`src/mul_div_pkg.sv`:
```
// package for the byte multiply/divide datapath
// assumes: used by the datapath top and its divider step module
package mul_div_pkg;

    // =========================================================
    // widths and operation codes
    // =========================================================
    localparam int BYTE_W = 8;  // register width
    localparam int WORD_W = 16; // product / dividend width

    // operation request from the sequencer
    typedef enum logic [1:0] {
        OP_NONE,
        OP_PRODUCT,  // unsigned 8x8 multiply
        OP_DIVIDE    // unsigned 16/8 divide
    } op_t;

    // =========================================================
    // timing counts, in core clock cycles
    // =========================================================
    localparam int PRODUCT_CYCLES = 5; // multiply latency
    localparam int DIVIDE_CYCLES  = 6; // divide latency

    // all-ones quotient limit
    localparam logic [7:0] QUOT_MAX = 8'hff;

    // reset values
    localparam logic [7:0] RST_BYTE = 8'h00;

endpackage : mul_div_pkg

```
`src/byte_multiply_divide_unit.sv`:
```
// byte multiply/divide datapath of a small 8-bit core
// assumes: sequencer pulses op_start for one cycle with operands stable
// and waits for op_done before the next request
// and that results reach the core registers only through the *_we strobes
`timescale 1ns/100ps

module byte_multiply_divide_unit
    import mul_div_pkg::*;
(
    input  wire logic                  clk_sys,     // core clock, 100 MHz
    input  wire logic                  rst_n,       // async reset, active low
    input  wire logic                  op_start,    // one-cycle request pulse
    input  mul_div_pkg::op_t           op_sel,      // operation selector
    input  wire logic [7:0]            acc_in,      // accumulator value
    input  wire logic [7:0]            ptr_lo_in,   // lower pointer value
    input  wire logic [7:0]            ptr_hi_in,   // upper pointer value
    output logic                       busy,        // operation in flight
    output logic                       op_done,     // one-cycle completion pulse
    output logic      [7:0]            acc_out,     // new accumulator
    output logic      [7:0]            ptr_lo_out,  // new lower pointer
    output logic      [7:0]            ptr_hi_out,  // new upper pointer
    output logic                       acc_we,      // write accumulator, with op_done
    output logic                       ptr_lo_we,   // write lower pointer
    output logic                       ptr_hi_we,   // write upper pointer
    output logic                       carry_we,    // write carry flag
    output logic                       carry_out    // new carry flag value
);
    import mul_div_pkg::*;

    // =========================================================
    // sequencing state
    // =========================================================
    // a small counter-driven sequencer: idle takes one request, the busy
    // state counts down a fixed latency and the last count writes results
    // back; nothing is pipelined, so only one operation is ever in flight
    typedef enum logic [1:0] {
        ST_IDLE,   // waiting for a request
        ST_MUL,    // multiply in flight
        ST_DIV     // divide in flight
    } state_t;

    // sequencer state and captured operands
    state_t     state_q, state_d;       // current activity
    logic [2:0] cnt_q, cnt_d;           // cycles left in the operation
    logic [15:0] prod_q, prod_d;        // captured product
    logic [15:0] dvd_q, dvd_d;          // captured dividend
    logic [7:0]  dvs_q, dvs_d;          // captured divisor
    logic        div_load;              // one-cycle load of divider stage

    // divider results, held by the stage register until its next load
    logic [7:0] quot;   // quotient low byte
    logic [7:0] rem;    // remainder low byte
    logic       ovf;    // overflow or zero divisor

    // output registers; every port comes straight from one of these so the
    // sequencer sees no combinational path from its own operand buses
    logic       busy_d, done_d;                                // busy level, done pulse
    logic [7:0] acc_d, plo_d, phi_d;                           // result bytes
    logic       acc_we_d, plo_we_d, phi_we_d, cwe_d, cout_d;   // strobes and carry

    // counter start values: the count is loaded at the accepting edge and
    // results are registered when it reaches one, which puts op_done the
    // required number of cycles after acceptance; the 3-bit counter limits
    // either latency to at most 8 cycles
    localparam logic [2:0] MUL_LAST = 3'(PRODUCT_CYCLES - 1);  // multiply start count
    localparam logic [2:0] DIV_LAST = 3'(DIVIDE_CYCLES - 1);   // divide start count

    // =========================================================
    // divider stage
    // =========================================================
    // the divider computes in one cycle; the fixed latency is kept so
    // software timing matches the core, at the cost of idle cycles
    // its inputs are the captured operands, not the live request buses
    div_step u_div (
        .clk_sys  (clk_sys),
        .rst_n    (rst_n),
        .load     (div_load),
        .dividend (dvd_q),
        .divisor  (dvs_q),
        .quot_q   (quot),
        .rem_q    (rem),
        .ovf_q    (ovf)
    );

    // =========================================================
    // next-state and result logic
    // =========================================================
    // defaults hold every register and clear the strobes, so each pulse
    // lasts exactly one cycle unless a branch raises it again
    always_comb begin
        state_d  = state_q;
        cnt_d    = cnt_q;
        prod_d   = prod_q;
        dvd_d    = dvd_q;
        dvs_d    = dvs_q;
        div_load = 1'b0;
        busy_d   = busy;
        done_d   = 1'b0;
        acc_d    = acc_out;
        plo_d    = ptr_lo_out;
        phi_d    = ptr_hi_out;
        acc_we_d = 1'b0;
        plo_we_d = 1'b0;
        phi_we_d = 1'b0;
        cwe_d    = 1'b0;
        cout_d   = carry_out;
        case (state_q)
            ST_IDLE: begin
                // requests while busy are ignored; only idle accepts
                // a request in the completion cycle is taken, the state being idle
                if (op_start && op_sel == OP_PRODUCT) begin
                    // zero-extended operands keep the product unsigned
                    prod_d  = {8'h00, ptr_lo_in} * {8'h00, acc_in};
                    cnt_d   = MUL_LAST;
                    state_d = ST_MUL;
                    busy_d  = 1'b1;
                end else if (op_start && op_sel == OP_DIVIDE) begin
                    // dividend is upper pointer : accumulator, divisor lower pointer
                    dvd_d   = {ptr_hi_in, acc_in};
                    dvs_d   = ptr_lo_in;
                    cnt_d   = DIV_LAST;
                    state_d = ST_DIV;
                    busy_d  = 1'b1;
                end
                // OP_NONE, or no request, leaves every register as it is
            end
            ST_MUL: begin
                // the product was formed at acceptance; the count only
                // stretches the answer to the fixed multiply latency
                if (cnt_q == 3'h1) begin
                    // final cycle: split the product onto two registers
                    plo_d    = prod_q[15:8];
                    acc_d    = prod_q[7:0];
                    plo_we_d = 1'b1;
                    acc_we_d = 1'b1;
                    done_d   = 1'b1;
                    busy_d   = 1'b0;
                    state_d  = ST_IDLE;
                end else begin
                    cnt_d = cnt_q - 3'h1;
                end
            end
            ST_DIV: begin
                // operands are captured, so the request buses may change freely
                // load the stage early so results are ready at the end
                if (cnt_q == DIV_LAST) begin
                    div_load = 1'b1;
                end
                if (cnt_q == 3'h1) begin
                    acc_d    = quot;
                    phi_d    = rem;
                    // carry follows the stage flag: set on overflow, cleared otherwise
                    cout_d   = ovf;
                    acc_we_d = 1'b1;
                    phi_we_d = 1'b1;
                    cwe_d    = 1'b1;
                    done_d   = 1'b1;
                    busy_d   = 1'b0;
                    state_d  = ST_IDLE;
                end else begin
                    cnt_d = cnt_q - 3'h1;
                end
            end
            default: begin
                // unreachable encoding: drop back to idle and release busy
                state_d = ST_IDLE;
                busy_d  = 1'b0;
            end
        endcase
    end

    // =========================================================
    // registers
    // =========================================================
    // registers only; all next values come from the process above.
    // reset clears the result bytes too, so outputs read before the
    // first completion show zeros rather than stale data
    always_ff @(posedge clk_sys or negedge rst_n) begin
        if (!rst_n) begin
            // asynchronous clear to constants only
            state_q    <= ST_IDLE;
            cnt_q      <= 3'h0;
            prod_q     <= 16'h0000;
            dvd_q      <= 16'h0000;
            dvs_q      <= RST_BYTE;
            busy       <= 1'b0;
            op_done    <= 1'b0;
            acc_out    <= RST_BYTE;
            ptr_lo_out <= RST_BYTE;
            ptr_hi_out <= RST_BYTE;
            acc_we     <= 1'b0;
            ptr_lo_we  <= 1'b0;
            ptr_hi_we  <= 1'b0;
            carry_we   <= 1'b0;
            carry_out  <= 1'b0;
        end else begin
            // every register updates on every edge
            state_q    <= state_d;
            cnt_q      <= cnt_d;
            prod_q     <= prod_d;
            dvd_q      <= dvd_d;
            dvs_q      <= dvs_d;
            busy       <= busy_d;
            op_done    <= done_d;
            acc_out    <= acc_d;
            ptr_lo_out <= plo_d;
            ptr_hi_out <= phi_d;
            acc_we     <= acc_we_d;
            ptr_lo_we  <= plo_we_d;
            ptr_hi_we  <= phi_we_d;
            carry_we   <= cwe_d;
            carry_out  <= cout_d;
        end
    end

endmodule : byte_multiply_divide_unit

```
`src/div_step.sv`:
```
// one combinational-plus-registered restoring divide stage set
// assumes: single clock domain, asynchronous active-low reset
`timescale 1ns/100ps
module div_step
    import mul_div_pkg::*;
(
    input  wire logic        clk_sys,   // core clock
    input  wire logic        rst_n,     // async reset, active low
    input  wire logic        load,      // start a divide
    input  wire logic [15:0] dividend,  // 16-bit dividend
    input  wire logic [7:0]  divisor,   // 8-bit divisor
    output logic      [7:0]  quot_q,    // quotient, registered
    output logic      [7:0]  rem_q,     // remainder, registered
    output logic             ovf_q      // overflow or zero divisor
);
    import mul_div_pkg::*;

    // =========================================================
    // result registers
    // =========================================================
    logic [7:0] quot_d;
    logic [7:0] rem_d;
    logic       ovf_d;
    logic [15:0] q_full; // full quotient, used to judge overflow
    logic [15:0] r_full; // full remainder

    // compute results once on load; zero divisor short-cut
    always_comb begin
        quot_d = quot_q;
        rem_d  = rem_q;
        ovf_d  = ovf_q;
        q_full = 16'h0000;
        r_full = 16'h0000;
        if (load) begin
            if (divisor == RST_BYTE) begin
                // zero divisor: flag it, leave results as garbage-free ones
                ovf_d  = 1'b1;
                quot_d = QUOT_MAX;
                rem_d  = RST_BYTE;
            end else begin
                // both operands unsigned
                q_full = dividend / {8'h00, divisor};
                r_full = dividend % {8'h00, divisor};
                ovf_d  = (q_full > {8'h00, QUOT_MAX});
                quot_d = q_full[7:0];
                rem_d  = r_full[7:0];
            end
        end
    end

    // register only
    always_ff @(posedge clk_sys or negedge rst_n) begin
        if (!rst_n) begin
            quot_q <= RST_BYTE;
            rem_q  <= RST_BYTE;
            ovf_q  <= 1'b0;
        end else begin
            quot_q <= quot_d;
            rem_q  <= rem_d;
            ovf_q  <= ovf_d;
        end
    end

endmodule : div_step

```
`config.mk`:
```
export PLATFORM = sky130hd
export DESIGN_NAME = byte_multiply_divide_unit
export DESIGN_NICKNAME = d
export VERILOG_FILES = /design/src/mul_div_pkg.sv /design/src/byte_multiply_divide_unit.sv /design/src/div_step.sv
export SDC_FILE = /design/constraint.sdc
export NUM_CORES = 1
export LEC_CHECK = 0
export BUFFER_PORTS_ARGS = -buffer_cell sky130_fd_sc_hd__buf_2
export CORE_UTILIZATION = 59
export CTS_BUF_LIST = sky130_fd_sc_hd__clkbuf_4
export DETAILED_ROUTE_END_ITERATION = 7
export PLACE_DENSITY = 0.78
export SLEW_MARGIN = 15
export SYNTH_ARGS = -nofsm -noshare
export SYNTH_HDL_FRONTEND = slang
export SYNTH_SLANG_ARGS = --single-unit
```
`constraint.sdc`:
```
create_clock -name clk_sys -period 33.9 [get_ports clk_sys]
set_input_delay 6.78 -clock clk_sys [delete_from_list [all_inputs] [get_ports clk_sys]]
set_output_delay 6.78 -clock clk_sys [all_outputs]
set_load 0.02 [all_outputs]
```
* After elaboration in Yosys (flattened, before gate mapping)
Cells that the tools add are included.
** Word-level totals
- Register bits :: 91
- Output and inout bits :: 31
** Operators by class
- Equal/unequal tests :: 11
- Magnitude comparators :: 1
- Divide/modulo/power cells :: 2
- $mul :: 1
- Mux-type cells :: 24
- Reductions and logical operators :: 14
- Add/sub/neg operators :: 1
- Bitwise logic cells :: 1
** Operators by type and width (count)
- $mux 8 :: 4
- $div 16x8->16 :: 1
- $gt 16x8->1 const B :: 1
- $mod 16x8->16 :: 1
- $mul 8x8->16 :: 1
- $pmux 8 s2 :: 1
- $mux 1 :: 10
- $mux 3 :: 3
- $reduce_and 3->1 :: 3
- $logic_not 8->1 :: 1
- $reduce_and 2->1 :: 4
- $mux 2 :: 3
- $ne 2x2->1 const B :: 3
- $pmux 3 s2 :: 1
- $eq 2x1->1 const B :: 2
- $eq 2x2->1 const B :: 2
- $pmux 2 s2 :: 1
- $reduce_bool 2->1 :: 2
- $eq 3x1->1 const B :: 1
- $eq 3x3->1 const B :: 1
- $ne 3x3->1 const B :: 1
- $sub 3x1->3 const B :: 1
- $logic_and 1x1->1 :: 2
- $logic_not 2->1 :: 1
- other kinds (4) :: 4

* Longest topological paths before layout
Gate-level depths: netlist (run 1).
- Depth in word-level cells :: 5
- Gate-level depth with buffers :: 160
- Gate-level depth less buffers :: 151

* By module
From an unflattened synthesis (run 1), not the netlist that was laid out.
** Second synthesis, totals
- Cells, all modules :: 1330
- Area total of the unflattened synthesis :: 11548.6 um^2
** Modules (own cells, without submodules)
- div_step :: cells an instance 866, area an instance 6454.9 um^2, times used 1, seq. area each 425.4 um^2
- byte_multiply_divide_unit :: cells an instance 464, area an instance 5093.6 um^2, times used 1, seq. area each 1851.8 um^2

* Worst setup path after synthesis (run 1)
OpenSTA, ideal clock, no wires.
- Path kind :: register to register
- From :: register dvs_q[6]
- To :: register u_div.rem_q[0]
- Data arrival time :: 31.376 ns
- Period minus slack after synthesis :: 31.446 ns
- Library setup time :: 0.070 ns
- Slack :: 2.454 ns
- Stages on the path, launching flop included :: 149
- Data required time :: 33.830 ns
- Cells stage by stage :: dfrtp_1 -> nor4_1 -> and3_1 -> a21oi_1 -> ha_1 -> o21ai_0 -> a2111oi_4 -> a211oi_2 -> a31o_2 -> ha_1 -> a21oi_1 -> a211oi_4 -> a31o_2 -> o21a_1 -> ha_1 -> o21ai_0 -> a22oi_1 -> nand2_1 -> [113 not listed] -> o21ai_1 -> nand3_1 -> nor4_4 -> mux2_2 -> ha_1 -> nor2b_1 -> o21ai_0 -> nand2b_1 -> a41o_1 -> a21o_1 -> a21oi_1 -> nor2b_1 -> o21ai_0 -> nand2b_1 -> a2111oi_1 -> a32oi_1 -> or4_1 -> nand3_1
** Between the ends
- Cells in the longest elaborated chain, start to end :: 2
- Elaborated cells on any way between the ends :: 3
- Classes of those cells :: div (1); mux (1); reduce/logical (1)
** RTL lines
- start: declaration :: line byte_multiply_divide_unit.sv:47 : logic [7:0] dvs_q, dvs_d;
- start signal: assignment :: line byte_multiply_divide_unit.sv:202 : dvs_q <= dvs_d;
- $mod 16x8->16 / $logic_not 8->1 (equally long branches) :: line div_step.sv:43, div_step.sv:35
- $mux 8 (*) :: line div_step.sv:35 : if (divisor == RST_BYTE) begin
- end signal: assignment :: line div_step.sv:59 : rem_q <= rem_d;
- end: declaration :: line div_step.sv:13 : output logic [7:0] rem_q,
Every way passes the cells marked *; elsewhere a longest branch is shown, timed or not.
A chain may end at the register's enable or synchronous reset.

* Final worst setup path (run 1)
- From :: register dvs_q[7]
- To :: register u_div.rem_q[0]
The elaborated chain is that of the path after synthesis.

==> metrics.cfg, run 1 <==
[logic_synthesis]
avgSynthCellArea_um2 = 8.62
netlist_instances = 1367
dominantRegCellSynth = dfrtp_1
synth_common_cells = 142 x ha_1, 123 x nand2_1, 91 x dfrtp_1, 91 x inv_1, 81 x nor2_1
synth_enable_flop_cells = 0
yosysWarningCount = 0
async_reset_ff_share_pct = 100
ys_ff_latch = 91
synth_seq_area_share_pct = 19.3
synth_area_leader_cell = dfrtp_1
yosys.area.top_type_share_pct = 19.3
synth_fp_nets = 1575
synth.distinct_cells = 105
synth.area.top_cells = dfrtp_1 19%, ha_1 15%, mux2_2 6.4%, fa_1 6.3%, nand2_1 3.9%
synth_most_common_cell = ha_1
synth_area_um2 = 11800

[floorplanning]
ioPinCount = 60
num_rows = 51
die_h_um = 143
initial_utilization_pct = 60.3
die_area_um2 = 20500
design.core.area_um2 = 19500
die_w_um = 143

[route]
wire_per_inst_um = 17.3
drt-total-wl_mm = 29.4
ant_nets = 0
via_per_inst = 6.24
drcViolationCount = 0
drt_iter0_markers = 661
dr.pass1.iters = 4
num_vias = 10600

[global_routing]
globalRouteOverflowTotal = 0
grt_pass1_vias = 9929
antenna_found_initial = 1
grt_pass1_wl_mm = 47.5
grt.total_usage_pct = 29.1
grt_max_degree = 79

[critical_path]
worstPathArrival_ns = 32.48
cp-start-kind = flip-flop
worstSetupPathType = reg -> reg
cp_max_fo = 13
worst_path_most_repeated_cell = o21a_1
max_stage_delay_ns = 0.55
slowest_stage = or4_1
crit_path_end_kind = flip-flop
worst_path_dominant_cell_family = compound AO/OA/AOI/OAI gates
cp.required_ns = 34.34
critPathBufInv = 8

[timing]
post-route-min-period_ns = 32.04
skew_ns = 0.0280
tightest_slew_ns = 1.02
fmax_mhz = 31.2
hold_viol_final = 0
slew_viol_final = 0
fin_crit_sh_pct = 94.5
final-setup-viol-count = 0
max_slew_margin_pct = 32.3

[finish]
nets = 1635
layout-drive-gt1-share_pct = 17.8
fill_cells = 1659
post-route-util_pct = 65.8
register_area_um2 = 2280
area_growth_pct = 9.14
multiInputGateArea_um2 = 9190

[clock_tree]
htreeDepth = 3
cts_tree = yes
clock_path_buffers = 2
root_buffer = clkbuf_4
postCtsHoldBufs = 0
clkSlewWorstSetupHoldPaths_ns = 0.17
clock_sinks = 91
insertion_delay_ns = 0.50
cts_buffers = 9

[place]
port_buffers = 59
dp_hpwl_mm = 22.4
gp_congestion = 0.928

[status]
status = complete, no violations

[min_path]
min-delay-path-class = reg -> reg

[flow_run]
cap_violations = 0

## placed cells by master (no fill, tap or decap), drive strengths merged, types with 8 or more instances in the layout
| master | instances |
|---|---|
| nand4b | 9 |
| o211ai | 12 |
| clkbuf | 9 |
| and2 | 42 |
| buf | 95 |
| dfrtp | 91 |
| o21bai | 9 |
| nand4 | 14 |
| nand2b | 25 |
| fa | 37 |
| xnor2 | 38 |
| or3 | 14 |
| nand2 | 124 |
| xor2 | 20 |
| and3 | 8 |
| nor3 | 57 |
| nand3 | 31 |
| o21a | 51 |
| inv | 95 |
| nor2b | 17 |
| mux2 | 70 |
| nor2 | 83 |
| a21o | 24 |
| a211oi | 12 |
| mux2i | 26 |
| a21oi | 60 |
| ha | 142 |
| o21ai | 81 |
| a31oi | 8 |
## registers in the layout, indices dropped and copies added, names as in the netlist, 2 cells and up
signal	count
prod_q	16
state_q	2
dvs_q	8
acc_out	8
u_div.rem_q	8
u_div.quot_q	8
cnt_q	3
ptr_hi_out	8
ptr_lo_out	8
dvd_q	16
## per-layer routing
layer	global-route usage, %	part of all wire [%]
met4	10.8	2.8
met5	0	0
met2	48.8	47
met1	38.2	45
met3	3.82	4.9
## path summary, 6_finish.rpt
check                                      start                          to  slack [ns]  cells past startpoint
setup / recovery            dvs_q[7]$_DFFE_PN0P_  u_div.rem_q[0]$_DFFE_PN0P_        1.86                    147
hold / removal             prod_q[7]$_DFFE_PN0P_       prod_q[7]$_DFFE_PN0P_        0.50                      2
max in group asynchronous                  rst_n        dvs_q[6]$_DFFE_PN0P_       26.51                      2
hold reg to reg            prod_q[7]$_DFFE_PN0P_       prod_q[7]$_DFFE_PN0P_        0.50                      2
min in group asynchronous                  rst_n  u_div.rem_q[7]$_DFFE_PN0P_        6.08                      1
setup reg to reg            dvs_q[7]$_DFFE_PN0P_  u_div.rem_q[0]$_DFFE_PN0P_        1.86                    147
## final cells by class
cell class / instances / share of cell area (%)
Antenna cell: 1 / 0.0195
Timing Repair Buffer: 95 / 4.42
Inverter: 91 / 2.66
Multi-Input combinational cell: 1139 / 71.5
Sequential cell: 91 / 17.7
Tap cell: 265 / 2.58
Clock buffer: 9 / 0.526
Clock inverter: 7 / 0.594
## kinds of logic (layout without fill, tap and decap cells)
kind of cell / count (synthesis) / count (layout) / share of synthesized area [%]
flops: 91 / 91 / 19.3
other cells: 0 / 1 / 0
fa+ha+maj: 179 / 179 / 21.4
buf+inv: 137 / 202 / 4.70
compound gates: 347 / 347 / 21.0
xor+xnor: 58 / 58 / 4.31
simple gates: 459 / 459 / 20.2
mux: 96 / 96 / 9.06
## timing repair
item,4_1_cts,5_1_grt
endpoints found under the setup margin,9,10
pin swaps,0,7
gates resized for setup,8,42
setup buffers,0,27
## through the flow
step	setup TNS, ns	cell area, um^2	instances	hold WS (ns)	worst slack (ns)
3_3_place_gp	0	12300	1654	0.460	0.582
4_1_cts	0	12400	1670	0.504	0.00195
5_1_grt	-1.42	12900	1698	0.530	-0.284
3_5_place_dp	-6.90	12300	1654	0.470	-0.900
6_report	0	12900	1698	0.500	1.86
2_1_floorplan	0	11800	1367	0.446	2.45
## tightest hold or removal path, cell delays in order (launching register included)
cell     delay, ns
dfrtp_1       0.37
nand2_1       0.05
o21ai_0       0.06
Power of run 1 is not shown: default switching activity piles up to over one toggle a cycle in this logic, so the estimate is an artifact.
==> inputs of run 2 (changes only) <==
Settings changed: ABC_AREA set to 1, CORE_UTILIZATION 59 to 25, PLACE_DENSITY 0.78 to 0.39.
==> run 2 against run 1 <==
Compared with the run above:
- clock skew increased by 0.0090 ns
- synthesized area decreased by 2.9%
- register-to-register slack improved by 2.1 ns
- die area increased by 130%
- global-route usage decreased by 15 points
- worst hold slack got worse by 0.011 ns
- count of clock-buffer cells in the layout unchanged
- critical path depth increased by 46
- final cell count increased by 33%
- sequential cell count unchanged
- sequential share of layout area increased by 0.52 points
==> metrics.cfg, run 2 <==
[logic_synthesis]
synth_enable_flop_cells = 0
yosys.area.top_type_share_pct = 19.9
synth_common_cells = 429 x nand2_1, 240 x inv_1, 142 x ha_1
synth_most_common_cell = nand2_1
dominantRegCellSynth = dfrtp_1
ys_ff_latch = 91
synth_seq_area_share_pct = 19.9
async_reset_ff_share_pct = 100
synth_fp_nets = 1831
synth_area_leader_cell = dfrtp_1
synth.area.top_cells = dfrtp_1 20%, ha_1 16%, nand2_1 14%, inv_1 7.9%, fa_1 6.5%
avgSynthCellArea_um2 = 7.04
synth.distinct_cells = 56
synth_area_um2 = 11400
yosysWarningCount = 0
netlist_instances = 1623

[clock_tree]
insertion_delay_ns = 0.53
clock_path_buffers = 2
cts_buffers = 9
cts_tree = yes
cts_resized = 0
clock_sinks = 91
htreeDepth = 3
postCtsHoldBufs = 0
root_buffer = clkbuf_4
clkSlewWorstSetupHoldPaths_ns = 0.14
post_cts_buffers = 0

[timing]
fin_setup_tns_ns = 0
slew_viol_final = 0
rsz0062_at_grt = no
hold_viol_final = 0
post-route-min-period_ns = 29.89
tightest_slew_ns = 1.03
fmax_mhz = 33.5
max_slew_margin_pct = 31.4
fin_crit_sh_pct = 88.2
final-setup-viol-count = 0
skew_ns = 0.0371

[critical_path]
worstPathArrival_ns = 30.29
slowest_stage = nor2_1
worstSetupPathType = reg -> reg
critPathBufInv = 33
cp-start-kind = flip-flop
worst_path_most_repeated_cell = nand2_1
max_stage_delay_ns = 0.51
crit_path_end_kind = flip-flop
cp.required_ns = 34.30
cp_max_fo = 24
worst_path_dominant_cell_family = simple AND/OR/NAND/NOR gates

[floorplanning]
die_area_um2 = 46600
design.core.area_um2 = 44700
die_h_um = 216
initial_utilization_pct = 25.6
die_w_um = 216
ioPinCount = 60
num_rows = 77

[finish]
layout_commonest_cell = nand2_1
nets = 1861
layout-drive-gt1-share_pct = 11.5
mostFrequentLayoutCells = 429 x nand2_1, 240 x inv_1, 142 x ha_1
fill_cells = 4955
reg.largest.list = dvd_q x16, prod_q x16
multiInputGateArea_um2 = 7960
area_growth_pct = 9.13
register_area_um2 = 2280

[place]
gp_congestion = 0.780
port_buffers = 59
dp_hpwl_mm = 24.9

[route]
ant_nets = 0
drt_iter0_markers = 381
wire_per_inst_um = 13.8
num_vias = 9965
drt-total-wl_mm = 31.2
drcViolationCount = 0
via_per_inst = 4.42
dr.pass1.iters = 5

[global_routing]
antenna_found_initial = 2
grt.total_usage_pct = 14.0
grt_pass1_vias = 9947
grt_pass1_wl_mm = 51.8
globalRouteOverflowTotal = 0
grt_max_degree = 52

[status]
status = complete, no violations

[min_path]
min-delay-path-class = reg -> reg

[flow_run]
cap_violations = 0

==> run 2: worst paths after layout <==
check | from | end | slack, ns | cells past startpoint
max in group asynchronous | rst_n | acc_out[0]$_DFFE_PN0P_ | 26.58 | 2
max | dvs_q[0]$_DFFE_PN0P_ | u_div.rem_q[3]$_DFFE_PN0P_ | 4.01 | 193
min in group asynchronous | rst_n | ptr_hi_out[4]$_DFFE_PN0P_ | 6.29 | 1
min reg2reg | ptr_hi_out[4]$_DFFE_PN0P_ | ptr_hi_out[4]$_DFFE_PN0P_ | 0.49 | 2
max reg2reg | dvs_q[0]$_DFFE_PN0P_ | u_div.rem_q[3]$_DFFE_PN0P_ | 4.01 | 193
min | ptr_hi_out[4]$_DFFE_PN0P_ | ptr_hi_out[4]$_DFFE_PN0P_ | 0.49 | 2
==> run 2: metrics by stage <==
stage / hold slack (ns) / cells / util (%) / instance area, um^2 / setup WS, ns
finish: 0.489 / 2252 / 27.9 / 12500 / 4.01
global route: 0.527 / 2252 / 27.9 / 12500 / 0.433
CTS: 0.495 / 2250 / 27.9 / 12500 / 3.75
detailed placement: 0.458 / 2234 / 27.6 / 12300 / 3.92
global placement: 0.456 / 2234 / 27.6 / 12300 / 4.13
floorplan: 0.442 / 1623 / - / 11400 / 7.35
==> run 2: cell type report <==
cell class              instances  share of cell area, %
multi-input cells            1222                   63.8
clock buffers                   9                  0.542
well taps                     592                   5.94
flip-flops and latches         91                   18.3
repair buffers                 68                   2.93
inverters                     261                   7.86
clock inverters                 7                  0.602
diodes                          2                 0.0401
==> run 2: cells by family (layout without fill, tap and decap cells) <==
logic type	Yosys count	count (layout)	synth area share, %
simple gates	736	736	29.3
compound gates	222	222	11.5
flops	91	91	19.9
mux	13	13	1.28
fa+ha+maj	179	179	22.0
buf+inv	310	345	10.4
other cells	0	2	0
xor+xnor	72	72	5.52
==> run 2: metal layers <==
layer / track usage (%) / part of all wire, % / wire length [um] / up-vias
li1: - / - / - / 5245
met5: 0 / 0 / 0 / -
met3: 1.49 / 2.1 / 640 / 27
met4: 4.30 / 2.2 / 687 / 0
met2: 23.2 / 46 / 14200 / 109
met1: 18.9 / 50 / 15600 / 4584
==> run 2: worst register-to-register path, delay by kind of cell, from the launching register on <==
kind	cells	cell delay, ns
simple gates	85	10.59
compound gates	59	10.25
fa+ha+maj	16	4.82
buf+inv	33	3.75
flops	1	0.45
Power of run 2 is left out for the same reason.
